$ cat src/verilog/isr_pkg.sv
// constants and types for the interrupt source router
package isr_pkg;
  localparam int ISR_NUM_VEC = 32;
  localparam int ISR_VEC_W = 5;
  localparam int ISR_PRIO_W = 3;
  localparam int ISR_EXC_W = 6;
  localparam int ISR_DMA_W = 16;
  localparam int ISR_CNT_W = 8;
  localparam int ISR_SAVE_CYCLES = 8;
  localparam int ISR_RESTORE_CYCLES = 8;
  localparam logic [5:0] ISR_EXC_BASE = 6'h10;
  localparam logic [2:0] ISR_PRIO_RESET = 3'h0;

  // per-vector source selection codes
  localparam int ISR_SRC_W = 2;
  localparam logic [1:0] ISR_SRC_FIXED = 2'h0;
  localparam logic [1:0] ISR_SRC_DMA = 2'h1;
  localparam logic [1:0] ISR_SRC_FABRIC = 2'h2;
  localparam logic [1:0] ISR_SRC_ILLEGAL = 2'h3;

  // fixed-function line positions on fixed_irq
  localparam int ISR_VEC_LOW_VOLTAGE = 0;
  localparam int ISR_VEC_CACHE_ECC = 1;
  localparam int ISR_VEC_RSVD_LO = 2;
  localparam int ISR_VEC_SLEEP = 3;
  localparam int ISR_VEC_PORT_FIRST = 4;
  localparam int ISR_VEC_PORT_LAST = 12;
  localparam int ISR_VEC_COMPARATORS = 13;
  localparam int ISR_VEC_SWCAP = 14;
  localparam int ISR_VEC_I2C = 15;
  localparam int ISR_VEC_CAN = 16;
  localparam int ISR_VEC_TIMER_FIRST = 17;
  localparam int ISR_VEC_TIMER_LAST = 20;
  localparam int ISR_VEC_USB_FIRST = 21;
  localparam int ISR_VEC_USB_LAST = 25;
  localparam int ISR_VEC_RSVD_HI = 26;
  localparam int ISR_VEC_LCD = 27;
  localparam int ISR_VEC_FILTER = 28;
  localparam int ISR_VEC_DECIMATOR = 29;
  localparam int ISR_VEC_HUB_ERR = 30;
  localparam int ISR_VEC_EEPROM_FAULT = 31;
  // reserved fixed-function positions never raise a request
  localparam logic [31:0] ISR_FIXED_RSVD_MASK = 32'h0400_0004;

  typedef enum logic [3:0] {
    ISR_ST_IDLE = 4'h1,
    ISR_ST_SAVE = 4'h2,
    ISR_ST_RUN = 4'h4,
    ISR_ST_RESTORE = 4'h8
  } isr_state_t;
endpackage

$ cat src/verilog/isr_prio_pick.sv
// priority picker: lowest level wins, lower vector number breaks ties
`timescale 1ns/1ps
module isr_prio_pick
  import isr_pkg::*;
#(
  parameter int NUM_VEC = ISR_NUM_VEC,
  parameter int VEC_W = ISR_VEC_W,
  parameter int PRIO_W = ISR_PRIO_W
) (
  input wire logic [NUM_VEC-1:0] pend,
  input wire logic [NUM_VEC*PRIO_W-1:0] prio,
  output logic win_valid,
  output logic [VEC_W-1:0] win_idx,
  output logic [PRIO_W-1:0] win_prio
);
  always_comb begin
    win_valid = 1'b0;
    win_idx = '0;
    win_prio = '1;
    // scan downward so that on equal level the lower index is kept
    for (int i = NUM_VEC - 1; i >= 0; i--) begin
      if (pend[i] && (!win_valid || prio[i*PRIO_W +: PRIO_W] <= win_prio)) begin
        win_valid = 1'b1;
        win_idx = VEC_W'(i);
        win_prio = prio[i*PRIO_W +: PRIO_W];
      end
    end
  end
endmodule // isr_prio_pick

$ cat src/verilog/isr_router.sv
// interrupt source router, pending latch and exception entry sequencer
//
// Functional notes
// - A pending request is taken straight after the running handler, and a request arriving during state save or restore is taken without a second save.
// - State is saved on entry and restored on exit by hardware, with no instructions run.
// - Among pending requests of equal level the lower vector number is served first.
// - Each vector picks its request from the fixed-function, DMA or fabric line.
// - Vectors 0 to 15 take the low DMA termination group bits 0 to 15, vectors 16 to 31 the high group.
// - The fabric source for vector n is fabric line n, carrying any fabric signal.
// - Any source reaches any vector through the fabric lines, apart from its fixed assignment.
// - Vector n is presented to the core as exception number n plus sixteen.
// - Vectors 0 to 15 carry the listed fixed-function lines, vector 2 reserved.
// - Vectors 16 to 31 carry the listed fixed-function lines, vector 26 reserved.
// - Thirty-two vectors are accepted, each fed from several sources.
// - Eight priority levels exist and a vector's level may change while running.
`timescale 1ns/1ps
module isr_router
  import isr_pkg::*;
#(
  parameter int NUM_VEC = ISR_NUM_VEC,
  parameter int SAVE_CYCLES = ISR_SAVE_CYCLES,
  parameter int RESTORE_CYCLES = ISR_RESTORE_CYCLES
) (
  input wire logic core_clk,
  input wire logic reset_n,
  input wire logic [NUM_VEC-1:0] fixed_irq,
  input wire logic [ISR_DMA_W-1:0] dma_term_group_lo,
  input wire logic [ISR_DMA_W-1:0] dma_term_group_hi,
  input wire logic [NUM_VEC-1:0] fabric_irq,
  input wire logic cfg_we,
  input wire logic [ISR_VEC_W-1:0] cfg_vec,
  input wire logic [ISR_SRC_W-1:0] cfg_src,
  input wire logic [ISR_PRIO_W-1:0] cfg_prio,
  input wire logic handler_done,
  output logic save_busy,
  output logic restore_busy,
  output logic handler_go,
  output logic [ISR_EXC_W-1:0] exc_num,
  output logic [ISR_PRIO_W-1:0] cur_prio,
  output logic [NUM_VEC-1:0] pend_vec
);
  function automatic logic [ISR_EXC_W-1:0] isr_exc_of(input logic [ISR_VEC_W-1:0] v);
    isr_exc_of = {1'b0, v} + ISR_EXC_BASE;
  endfunction

  // configuration: source select and level per vector
  logic [ISR_SRC_W-1:0] sel_ff [NUM_VEC];
  logic [ISR_SRC_W-1:0] nxt_sel [NUM_VEC];
  logic [NUM_VEC*ISR_PRIO_W-1:0] prio_ff;
  logic [NUM_VEC*ISR_PRIO_W-1:0] nxt_prio;

  always_comb begin
    nxt_sel = sel_ff;
    nxt_prio = prio_ff;
    if (cfg_we && cfg_src != ISR_SRC_ILLEGAL) begin
      nxt_sel[cfg_vec] = cfg_src;
      nxt_prio[cfg_vec*ISR_PRIO_W +: ISR_PRIO_W] = cfg_prio;
    end
  end

  always_ff @(posedge core_clk or negedge reset_n) begin
    if (!reset_n) begin
      for (int i = 0; i < NUM_VEC; i++) begin
        sel_ff[i] <= ISR_SRC_FIXED;
      end
      prio_ff <= {NUM_VEC{ISR_PRIO_RESET}};
    end else begin
      sel_ff <= nxt_sel;
      prio_ff <= nxt_prio;
    end
  end

  // source routing
  logic [NUM_VEC-1:0] dma_lines;
  logic [NUM_VEC-1:0] fixed_lines;
  logic [NUM_VEC-1:0] routed_req;

  assign dma_lines = {dma_term_group_hi, dma_term_group_lo};
  assign fixed_lines = fixed_irq & ~ISR_FIXED_RSVD_MASK;

  always_comb begin
    for (int i = 0; i < NUM_VEC; i++) begin
      unique case (sel_ff[i])
        ISR_SRC_FIXED: routed_req[i] = fixed_lines[i];
        ISR_SRC_DMA: routed_req[i] = dma_lines[i];
        // fabric line n may carry any signal, so any source reaches any vector
        ISR_SRC_FABRIC: routed_req[i] = fabric_irq[i];
        default: routed_req[i] = 1'b0;
      endcase
    end
  end

  // pending latch and arbitration
  logic [NUM_VEC-1:0] pend_ff;
  logic [NUM_VEC-1:0] nxt_pend;
  logic [NUM_VEC-1:0] clr_mask;
  logic win_valid;
  logic [ISR_VEC_W-1:0] win_idx;
  logic [ISR_PRIO_W-1:0] win_prio;

  isr_prio_pick #(
    .NUM_VEC(NUM_VEC),
    .VEC_W(ISR_VEC_W),
    .PRIO_W(ISR_PRIO_W)
  ) u_pick (
    .pend(pend_ff),
    .prio(prio_ff),
    .win_valid(win_valid),
    .win_idx(win_idx),
    .win_prio(win_prio)
  );

  // a new request in the clearing cycle survives
  always_comb begin
    nxt_pend = (pend_ff & ~clr_mask) | routed_req;
  end

  always_ff @(posedge core_clk or negedge reset_n) begin
    if (!reset_n) begin
      pend_ff <= '0;
    end else begin
      pend_ff <= nxt_pend;
    end
  end

  // entry and exit sequencer
  isr_state_t state_ff;
  isr_state_t nxt_state;
  logic [ISR_CNT_W-1:0] cnt_ff;
  logic [ISR_CNT_W-1:0] nxt_cnt;
  logic [ISR_VEC_W-1:0] vec_ff;
  logic [ISR_VEC_W-1:0] nxt_vec;
  logic [ISR_PRIO_W-1:0] cur_prio_ff;
  logic [ISR_PRIO_W-1:0] nxt_cur_prio;
  logic [ISR_EXC_W-1:0] exc_ff;
  logic [ISR_EXC_W-1:0] nxt_exc;
  logic go_ff;
  logic nxt_go;
  logic late;

  assign late = win_valid && win_prio < cur_prio_ff;

  always_comb begin
    nxt_state = state_ff;
    nxt_cnt = cnt_ff;
    nxt_vec = vec_ff;
    nxt_cur_prio = cur_prio_ff;
    nxt_exc = exc_ff;
    nxt_go = 1'b0;
    clr_mask = '0;
    unique case (state_ff)
      ISR_ST_IDLE: begin
        if (win_valid) begin
          nxt_state = ISR_ST_SAVE;
          nxt_cnt = '0;
          nxt_vec = win_idx;
          nxt_cur_prio = win_prio;
        end
      end
      ISR_ST_SAVE: begin
        if (late) begin
          nxt_vec = win_idx;
          nxt_cur_prio = win_prio;
        end
        if (cnt_ff == ISR_CNT_W'(SAVE_CYCLES - 1)) begin
          nxt_state = ISR_ST_RUN;
          nxt_go = 1'b1;
          nxt_exc = isr_exc_of(nxt_vec);
          clr_mask[nxt_vec] = 1'b1;
        end else begin
          nxt_cnt = cnt_ff + 1'b1;
        end
      end
      ISR_ST_RUN: begin
        if (handler_done && win_valid) begin
          nxt_go = 1'b1;
          nxt_vec = win_idx;
          nxt_cur_prio = win_prio;
          nxt_exc = isr_exc_of(win_idx);
          clr_mask[win_idx] = 1'b1;
        end else if (handler_done) begin
          nxt_state = ISR_ST_RESTORE;
          nxt_cnt = '0;
        end
      end
      ISR_ST_RESTORE: begin
        if (win_valid) begin
          nxt_state = ISR_ST_RUN;
          nxt_go = 1'b1;
          nxt_vec = win_idx;
          nxt_cur_prio = win_prio;
          nxt_exc = isr_exc_of(win_idx);
          clr_mask[win_idx] = 1'b1;
        end else if (cnt_ff == ISR_CNT_W'(RESTORE_CYCLES - 1)) begin
          nxt_state = ISR_ST_IDLE;
        end else begin
          nxt_cnt = cnt_ff + 1'b1;
        end
      end
      default: nxt_state = ISR_ST_IDLE;
    endcase
  end

  always_ff @(posedge core_clk or negedge reset_n) begin
    if (!reset_n) begin
      state_ff <= ISR_ST_IDLE;
      cnt_ff <= '0;
      vec_ff <= '0;
      cur_prio_ff <= ISR_PRIO_RESET;
      exc_ff <= '0;
      go_ff <= 1'b0;
    end else begin
      state_ff <= nxt_state;
      cnt_ff <= nxt_cnt;
      vec_ff <= nxt_vec;
      cur_prio_ff <= nxt_cur_prio;
      exc_ff <= nxt_exc;
      go_ff <= nxt_go;
    end
  end

  assign save_busy = (state_ff == ISR_ST_SAVE);
  assign restore_busy = (state_ff == ISR_ST_RESTORE);
  assign handler_go = go_ff;
  assign exc_num = exc_ff;
  assign cur_prio = cur_prio_ff;
  assign pend_vec = pend_ff;

  // checks
  save_len_a: assert property (@(posedge core_clk) disable iff (!reset_n)
    $rose(save_busy) |-> save_busy[*8] ##1 (handler_go && !save_busy))
    else $error("state save length wrong");
  tail_chain_a: assert property (@(posedge core_clk) disable iff (!reset_n)
    (state_ff == ISR_ST_RUN && handler_done && win_valid) |=>
      (handler_go && !save_busy && !restore_busy))
    else $error("tail chain did not skip save and restore");
  restore_go_a: assert property (@(posedge core_clk) disable iff (!reset_n)
    (state_ff == ISR_ST_RUN && handler_done && !win_valid) |=> restore_busy && !handler_go)
    else $error("exit without restore");
  tie_order_a: assert property (@(posedge core_clk) disable iff (!reset_n)
    (win_valid && pend_ff[0] && prio_ff[ISR_PRIO_W-1:0] == win_prio) |-> win_idx == '0)
    else $error("lower vector not first on equal level");
  exc_map_a: assert property (@(posedge core_clk) disable iff (!reset_n)
    handler_go |-> exc_num == {1'b0, vec_ff} + ISR_EXC_BASE)
    else $error("exception number not vector plus sixteen");
  dma_hi_a: assert property (@(posedge core_clk) disable iff (!reset_n)
    (sel_ff[16] == ISR_SRC_DMA && dma_term_group_hi[0]) |=> pend_ff[16])
    else $error("high dma group bit 0 not on vector 16");
  fabric_route_a: assert property (@(posedge core_clk) disable iff (!reset_n)
    (sel_ff[5] == ISR_SRC_FABRIC && fabric_irq[5]) |=> pend_ff[5])
    else $error("fabric line 5 not on vector 5");
  rsvd_fixed_a: assert property (@(posedge core_clk) disable iff (!reset_n)
    (sel_ff[2] == ISR_SRC_FIXED) |-> !routed_req[2])
    else $error("reserved fixed line raised a request");
  prio_update_a: assert property (@(posedge core_clk) disable iff (!reset_n)
    (cfg_we && cfg_src != ISR_SRC_ILLEGAL) |=>
      prio_ff[$past(cfg_vec)*ISR_PRIO_W +: ISR_PRIO_W] == $past(cfg_prio))
    else $error("priority level not updated");
  pend_keep_a: assert property (@(posedge core_clk) disable iff (!reset_n)
    (routed_req != '0) |=> ((pend_ff & $past(routed_req)) == $past(routed_req)))
    else $error("request lost in clearing cycle");

  tail_chain_c: cover property (@(posedge core_clk) disable iff (!reset_n)
    state_ff == ISR_ST_RUN && handler_done && win_valid);
  late_arrival_c: cover property (@(posedge core_clk) disable iff (!reset_n)
    save_busy && late);
  restore_done_c: cover property (@(posedge core_clk) disable iff (!reset_n)
    restore_busy ##1 state_ff == ISR_ST_IDLE);
  restore_abort_c: cover property (@(posedge core_clk) disable iff (!reset_n)
    restore_busy && win_valid);
endmodule // isr_router

$ cat config.mk
export PLATFORM = sky130hd
export DESIGN_NAME = isr_router
export DESIGN_NICKNAME = d
export VERILOG_FILES = /design/src/verilog/isr_pkg.sv /design/src/verilog/isr_prio_pick.sv /design/src/verilog/isr_router.sv
export SDC_FILE = /design/constraint.sdc
export NUM_CORES = 1
export LEC_CHECK = 0
export BUFFER_PORTS_ARGS = -buffer_cell sky130_fd_sc_hd__clkbuf_2
export CORE_AREA = 5 5 204 206
export CTS_BUF_LIST = sky130_fd_sc_hd__clkbuf_8
export DETAILED_ROUTE_END_ITERATION = 10
export DIE_AREA = 0 0 209 211
export PLACE_DENSITY = 0.67
export SYNTH_ARGS = -nofsm -noshare
export SYNTH_HDL_FRONTEND = slang
export SYNTH_SLANG_ARGS = --single-unit
$ cat constraint.sdc
create_clock -name core_clk -period 46.1 [get_ports core_clk]
set_clock_uncertainty 0.1 [all_clocks]
set_input_delay 4.61 -clock core_clk [delete_from_list [all_inputs] [get_ports core_clk]]
set_output_delay 4.61 -clock core_clk [all_outputs]
set_load 0.05 [all_outputs]
### After elaboration in Yosys (flattened, before gate mapping)

Index checks and enable logic that the tools add are counted.

* output and inout port bits: 44
* word-level logic and storage cells: 477
* register bits: 219

* multiplexer cells: 170
* shift-type cells: 2
* add/sub/neg operators: 4
* bitwise logic cells: 4
* reduce and logical (&&, ||, !) cells: 138
* order comparisons: 38
* equality and inequality tests: 80
* multiply operators: 1

Operators with widths (number)
* two-way mux 5 bit: 36
* two-way mux 3 bit: 35
* bitwise mux 96 bit: 1
* two-way mux 32 bit: 3
* case mux 32 bit (3 select lines): 1
* variable shift 3 x 34 -> 96 bit (first input constant): 1
* indexed part select 3 x 34 -> 96 bit: 1
* less-or-equal comparator 3 bit: 31
* case mux 1 bit (3 select lines): 31
* bitwise mux 64 bit: 1
* equality test 2 x 1 -> 1 bit (second input constant): 32
* equality test 2 bit (second input constant): 32
* logical NOT 2 bit: 30
* two-way mux 8 bit: 5
* logical AND 1 bit: 37
* two-way mux 1 bit: 37
* negation 7 -> 34 bit: 1
* bitwise AND 32 bit: 1
* inverter 32 bit: 1
* OR 32 bit: 1
* case mux 8 bit (4 select lines): 1
* logical NOT 1 bit: 31
* logical OR 1 bit: 31
* two-way mux 4 bit: 6
* 32 further kinds: 50

### Depth between registers and ports, before layout

Gate-level depths: netlist of the first run.

* depth in word-level cells: 138
* gate-level depth with buffers: 254
* mapped depth without buffers: 240

### Cells and area by module

Synthesis of the first run repeated with hierarchy kept, for this count alone.

* cell total of the unflattened synthesis: 1576
* area, all modules: 15487.4 µm²

By module, submodules not included
* isr_router: cells each 872, times used 1, area an instance 10507.6 µm²
* isr_prio_pick: cells each 704, times used 1, area an instance 4979.8 µm²

### Least setup slack after synthesis of the first run

Ideal clock, no wire load.

* path type: reg2reg
* from: register pend_ff[31], in the netlist pend_vec[31]
* to: register pend_ff[26], in the netlist pend_vec[26]
* path slack: 0.661 ns
* arrival time: 45.199 ns
* library setup time: 0.140 ns
* period minus slack after synthesis: 45.439 ns
* cell stages (with the launch flop): 238
* cell sequence: dfrtp_1 buf_2 inv_1 nor2_1 ha_1 and3b_1 o21ai_0 a211oi_1 or2_2 ha_1 nand3_1 o211ai_1 o21ai_0 mux2_2 ha_1 nand2_1 o21a_1 o21ai_1 (+202 left out) ha_1 o21a_1 o21ai_0 a2bb2oi_1 clkbuf_1 inv_1 or4_1 or3_1 nand3_1 ha_1 o311a_1 nor2_1 nor3_1 a21oi_4 o31ai_4 buf_6 a2111oi_0 o22ai_1

* longest elaborated chain between the ends: 138

Ends and longest elaborated chain
* start, declared: line isr_router.sv:94 `logic [NUM_VEC-1:0] pend_ff;`
* start signal, assigned: line isr_router.sv:122 `pend_ff <= nxt_pend;`
* two-way mux 3 bit / two-way mux 1 bit (equally long branches): line isr_prio_pick.sv:22 `if (pend[i] && (!win_valid || prio[i*PRIO_W +: PRIO_W] <= win_prio)) begin`
* less-or-equal comparator 3 bit / logical NOT 1 bit (equally long branches): line isr_prio_pick.sv:22
* logical OR 1 bit: line isr_prio_pick.sv:22
* logical AND 1 bit: line isr_prio_pick.sv:22
* two-way mux 3 bit / two-way mux 1 bit (equally long branches): line isr_prio_pick.sv:22
* less-or-equal comparator 3 bit / logical NOT 1 bit (equally long branches): line isr_prio_pick.sv:22
* logical OR 1 bit: line isr_prio_pick.sv:22
* logical AND 1 bit: line isr_prio_pick.sv:22
* (+123 left out)
* two-way mux 1 bit (not written as such): line isr_router.sv:169 `clr_mask[nxt_vec] = 1'b1;`
* demux 1 bit (select 5 bit): line isr_router.sv:169
* two-way mux 32 bit: line isr_router.sv:165 `if (cnt_ff == ISR_CNT_W'(SAVE_CYCLES - 1)) begin`
* case mux 32 bit (3 select lines) (*): line isr_router.sv:151 `unique case (state_ff)`
* inverter 32 bit (*): line isr_router.sv:115 `nxt_pend = (pend_ff & ~clr_mask) | routed_req;`
* bitwise AND 32 bit (*): line isr_router.sv:115
* OR 32 bit (*): line isr_router.sv:115
* via nxt_pend[26]: line isr_router.sv:95 `logic [NUM_VEC-1:0] nxt_pend;`

Mark *: on every way through the listed nets, which the timed path passes. The rest lies on a longest branch. The select of a mux whose other input is x is not followed.
A chain may end at the register's enable or synchronous reset.

### Final worst setup path of the first run

* from: register pend_ff[31], in the netlist pend_vec[31]
* to: register pend_ff[22], in the netlist pend_vec[22]

The elaborated chain is that of the path after synthesis.

==> results of run 1 <==
## cells in the mapped netlist (33+ instances only)
cell	number	area [sq um]
inv_1	97	364
mux2i_1	41	410
ha_1	104	1300
o21ai_0	110	551
nand2_1	166	623
o21a_1	37	278
mux2_2	161	1810
dfrtp_1	218	5460
a21oi_1	65	325
nor2_1	133	499
clkbuf_1	49	184
nor2b_1	33	206
nand3_1	60	300
## metrics by stage
step	utilization, %	hold WS [ns]	TNS [ns]	setup slack (ns)
global placement	44.4	0.376	0	0.291
finish	47.6	0.404	0	2.27
global route	47.6	0.425	-11.90	-0.380
CTS	46.5	0.402	0	0.0759
floorplan	-	0.371	0	0.661
detailed placement	44.4	0.379	-28.58	-0.725
## how the worst min path moves through the flow
stage,from,endpoint,slack (ns)
final,prio_ff[72],prio_ff[72],0.40
after CTS,exc_num[5],exc_num[5],0.40
after global routing,prio_ff[72],prio_ff[72],0.42
after floorplan,cnt_ff[0],cnt_ff[0],0.37
after detailed placement,exc_num[5],exc_num[5],0.38
after global placement,exc_num[5],exc_num[5],0.38
## sequential cells by signal, summed over array words and instances (netlist names)
name / flops
prio_ff: 96
vec_ff: 5
sel_ff: 64
exc_num: 6
pend_vec: 32
cnt_ff: 8
cur_prio: 3
handler_go: 1
state_ff: 4
## per-layer routing
layer / track usage (%) / wire, um
met5: 0 / 10
met4: 9.88 / 2530
met3: 4.01 / 3410
met2: 37.9 / 24600
met1: 29.0 / 21700
## cell type report
class	count	area [sq um]	share of cell area, %
Multi-Input combinational cell	1367	10100	53.5
Sequential cell	219	5480	29.2
Timing Repair Buffer	236	1440	7.67
Clock buffer	48	661	3.52
Tap cell	525	657	3.50
Inverter	97	364	1.94
Clock inverter	22	124	0.660
## critical path: cells and delay by family, from the launching register on
family          cells  cell delay, ns
mux                 6            1.94
compound gates    115           20.34
flops               1            0.44
fa+ha+maj          32            9.06
simple gates       61            9.24
buf+inv            17            2.42
## cell families (layout without fill, tap and decap cells)
logic type      after synthesis  in the layout  synth area share, %
fa+ha+maj                   104            104                 8.18
xor+xnor                      5              5                0.275
buf+inv                     163            403                 4.15
simple gates                592            592                 18.9
compound gates              462            463                 20.1
mux                         203            203                 14.0
flops                       219            219                 34.4
## layout by cell type (no fill, tap or decap), drive strengths merged, types with 38 or more instances in the layout
| cell | count |
|---|---|
| clkbuf | 198 |
| mux2 | 162 |
| o21a | 38 |
| a21oi | 68 |
| buf | 86 |
| nand2 | 167 |
| inv | 114 |
| nor2 | 133 |
| mux2i | 41 |
| ha | 104 |
| dfrtp | 218 |
| o21ai | 133 |
| nand3 | 60 |
## what timing repair did
action / 4_1_cts / 5_1_grt
endpoints found under the hold margin: 0 / 0
endpoints found under the setup margin: 46 / 46
gates cloned: 0 / 1
setup buffers: 2 / 20
pin swaps: 1 / 17
gates resized for setup: 10 / 73
==> impl_metrics.csv, run 1 <==
group,metric,value,unit
setup_path,r2r_cells,231,
setup_path,r2r-start,"pend_vec[31]",
synth,synth-seq-cells,219,
floorplan,die_w,209,um
floorplan,fp.dieH,211,um
finish,layout.nets,2174,
setup_path,rr_endpoint,"pend_vec[22]",
clock_network,cts_made_buffers,39,
clock_network,cts_root_buffer,"clkbuf_8",
floorplan,rows,73,
floorplan,start_util,40.3,%
finish,fin_cells,2514,
routing,routed_via_density,5.91,
synth,synthDistinctLibCells,96,
synth,synth.avg_cell_area,9.11,sq um
global_routing,grt_pass1_vias,14800,
timing,finalHoldViolations,0,
routing,vias,14900,
timing,slew_violations,0,
setup_path,arrival,44.16,ns
finish,antenna_cells,0,
job,maxCapViolations,0,
synth,netlist_instances,1748,
routing,antenna_left,0,
clock_network,ctsHoldBuffers,0,
floorplan,core-area,39500,sq um
placement,place.gp.congestion,0.940,
outcome,outcome,"finished clean",
synth,synthFlopType,"dfrtp_1",
min_path,hp-class,"reg2reg",
clock_network,clock_latency,0.58,ns
synth,synth_nets,1962,
clock_network,h-tree-depth,2,
setup_path,path_common_cell,"ha_1",
timing,fin_crit,43.83,ns
finish,final_area,18800,sq um
synth,ys_warn_count,0,
global_routing,antenna_found_initial,1,
floorplan,ios,154,
global_routing,grt_max_degree,78,
placement,dp_cells,2421,
floorplan,dieArea,44100,sq um
clock_network,clockBufferDepth,3,
timing,tightest_slew,1.03,ns
clock_network,cts.sinks,219,
setup_path,crit_type,"reg2reg",
setup_path,cp_data_required_time,46.43,ns
timing,clock.fmax,22.8,MHz
routing,route.detailed.drc,0,
setup_path,endpoint_kind,"register",
routing,wire_per_inst,20.8,um
routing,first_pass_iters,6,
clock_network,cts_tree,"yes",
setup_path,start_kind,"register",
setup_path,crit_path_start,"pend_vec[31]",
placement,io_buffers,151,
routing,wl,52300,um
timing,finalSetupViolations,0,
synth,async_flop_share,100,%
clock_network,cts.reportedPaths.clkPinSlew,0.06,ns
synth,yosysSeqAreaShare,34.4,%
timing,slew_headroom,31.5,%
setup_path,cp_slowest_cell,"o41a_1",
finish,area_growth,18.0,%
setup_path,worst-r2r-setup-slack,2.27,ns
global_routing,grt_pass1_wl,81000,um
setup_path,worstSetupEndpoint,"pend_vec[22]",
global_routing,grt_usage,22.7,%
placement,detailed_place_hpwl,39800,um
finish,fillers,3781,
routing,drt_iter0_drc,1283,
setup_path,cpPeakStageDelay,0.45,ns
finish,drive_gt1_share,27.7,%
timing,fin_crit_sh,95.1,%
setup_path,cp_max_fo,10,
placement,placed_area,17500,sq um
synth,synth_edf_count,0,
synth,synth_area,15900,sq um
min_path,holdPathStages,1,
global_routing,grt_overflow,0,
Power of run 1 is left out: the tool's default activity adds up to more than one toggle a clock period on the data nets, which glitch-free logic cannot reach.
==> inputs of run 2 (changes only) <==
==> constraint.sdc (replaced) <==
create_clock -name core_clk -period 35.3 [get_ports core_clk]
set_clock_uncertainty 0.1 [all_clocks]
set_input_delay 3.53 -clock core_clk [delete_from_list [all_inputs] [get_ports core_clk]]
set_output_delay 3.53 -clock core_clk [all_outputs]
set_load 0.05 [all_outputs]
==> run 2 against run 1 <==
Net effect:
- the flow now finishes with violations (setup timing)
- count of clock-buffer cells in the layout is 2 higher
- worst hold slack worse by 0.014 ns
- register-to-register slack worse by 8.5 ns
- final area is 28% higher
- wire length is 22% higher
- sequential cell count stayed put
- sequential share of layout area is 6.4 points lower
- critical path type unchanged
- critical endpoint is now vec_ff[1]
==> impl_metrics.csv, run 2 (synthesized netlist as in run 1, its figures left out) <==
group,metric,value,unit
outcome,outcome,"finished, violations left",
outcome,violations,"setup timing",
floorplan,fp.dieH,211,um
routing,drt_iter0_drc,1466,
routing,route.detailed.drc,0,
setup_path,crit_type,"reg2reg",
routing,wl,63800,um
routing,routed_via_density,5.92,
finish,largest-register,"prio_ff",
setup_path,rr_endpoint,"vec_ff[1]",
setup_path,r2r_cells,238,
global_routing,grt_usage,26.5,%
timing,finalHoldViolations,0,
global_routing,grt_overflow,0,
timing,fin_crit_sh,118,%
finish,largest_reg_flops,96,
clock_network,cts_tree,"yes",
timing,fin_tns_setup,-281.55,ns
clock_network,h-tree-depth,2,
timing,slew_headroom,38.3,%
timing,finalSetupViolations,46,
setup_path,cp_max_fo,7,
placement,place.gp.congestion,0.973,
floorplan,die_w,209,um
min_path,min_to,"exc_num[5]",
setup_path,start_kind,"register",
floorplan,core-area,39500,sq um
setup_path,cpPeakStageDelay,0.43,ns
clock_network,clock_latency,0.60,ns
placement,detailed_place_hpwl,43700,um
setup_path,arrival,41.90,ns
clock_network,cts_made_buffers,41,
setup_path,path_common_cell,"o21ai_2",
finish,final_area,24000,sq um
clock_network,cts.reportedPaths.clkPinSlew,0.06,ns
timing,setup_slack,-6.25,ns
floorplan,start_util,40.3,%
global_routing,grt_max_degree,98,
min_path,holdPathStages,1,
routing,wire_per_inst,22.3,um
setup_path,cp_slowest_cell,"dfrtp_2",
finish,layout_common_cells,"387 x buf_4, 217 x dfrtp_1, 150 x clkbuf_2, 148 x mux2_2, 147 x nand2_1",
floorplan,ios,154,
finish,ff_latch_area,5480,sq um
clock_network,cts.sinks,219,
timing,tightest_slew,0.926,ns
timing,rsz0062_at_grt,"true",
min_path,hp-class,"reg2reg",
timing,fin_crit,41.55,ns
clock_network,clockBufferDepth,3,
setup_path,endpoint_kind,"register",
floorplan,dieArea,44100,sq um
finish,layout.nets,2521,
global_routing,grt_pass1_vias,17300,
timing,clock.fmax,24.1,MHz
clock_network,cts_root_buffer,"clkbuf_8",
finish,drive_gt1_share,51.0,%
routing,vias,17000,
finish,fillers,3153,
min_path,hold_path_startpoint,"exc_num[5]",
job,maxCapViolations,0,
finish,area_growth,51.1,%
placement,placed_area,20000,sq um
global_routing,antenna_found_initial,0,
finish,final_common_cell,"buf_4",
routing,first_pass_iters,6,
routing,antenna_left,0,
setup_path,r2r-start,"pend_vec[31]",
setup_path,cp_data_required_time,35.65,ns
timing,slew_violations,0,
setup_path,worst-r2r-setup-slack,-6.25,ns
floorplan,rows,73,
placement,io_buffers,151,
global_routing,grt_pass1_wl,94400,um
finish,multi_input_area,12400,sq um
==> run 2: worst max path at each step <==
stage                      start           end  slack, ns  cells after the start
floorplan           pend_vec[31]   cur_prio[1]      -5.14                    242
global placement    pend_vec[31]  pend_vec[31]      -5.22                    235
detailed placement  pend_vec[31]   pend_vec[5]      -6.68                    238
finish              pend_vec[31]     vec_ff[1]      -6.25                    238
CTS                 pend_vec[31]  pend_vec[24]      -4.91                    234
global route        pend_vec[31]     vec_ff[0]      -7.92                    235
==> run 2: routing by layer <==
layer	vias up	part of all wire, %	GRT usage [%]
met1	8252	39	33.2
met2	867	47	44.2
met4	0	5.6	12.3
met5	-	0	0
met3	258	7.7	5.51
li1	7590	-	-
==> run 2: area by class of cell <==
cell class / count / share of cell area [%]
clock inverter: 25 / 0.765
tap: 525 / 2.73
inverter: 97 / 1.52
timing repair buffer: 582 / 17.7
antenna: 1 / 0.0104
clock buffer: 50 / 2.86
sequential: 219 / 22.8
multi-input combinational: 1366 / 51.7
==> run 2: repair_timing <==
action                     4_1_cts  5_1_grt
setup endpoints to repair       46       46
gates resized for setup        224      152
buffers inserted               119       42
pin swaps                      170      142
hold buffers                     0        0
cloned                           3        0
==> run 2: worst max-delay path, delay by kind of cell (launching register included) <==
family                   cells  cell delay (ns)
AO/OA/AOI/OAI              111            18.04
adder cells (fa/ha/maj)     31             7.90
buffers and inverters       34             4.50
flip-flops                   1             0.43
multiplexers                 8             2.58
AND/OR/NAND/NOR             54             7.78
==> run 2: per-stage QoR <==
step           setup slack (ns)  utilization, %  std cells  hold slack [ns]
6_report                  -6.25            60.9       2865            0.390
2_1_floorplan             -5.14               -       1748            0.371
4_1_cts                   -4.91            58.2       2826            0.394
3_3_place_gp              -5.22            50.7       2636            0.376
5_1_grt                   -7.92            60.9       2864            0.408
3_5_place_dp              -6.68            50.7       2636            0.381
Power of run 2 is left out for the same reason.
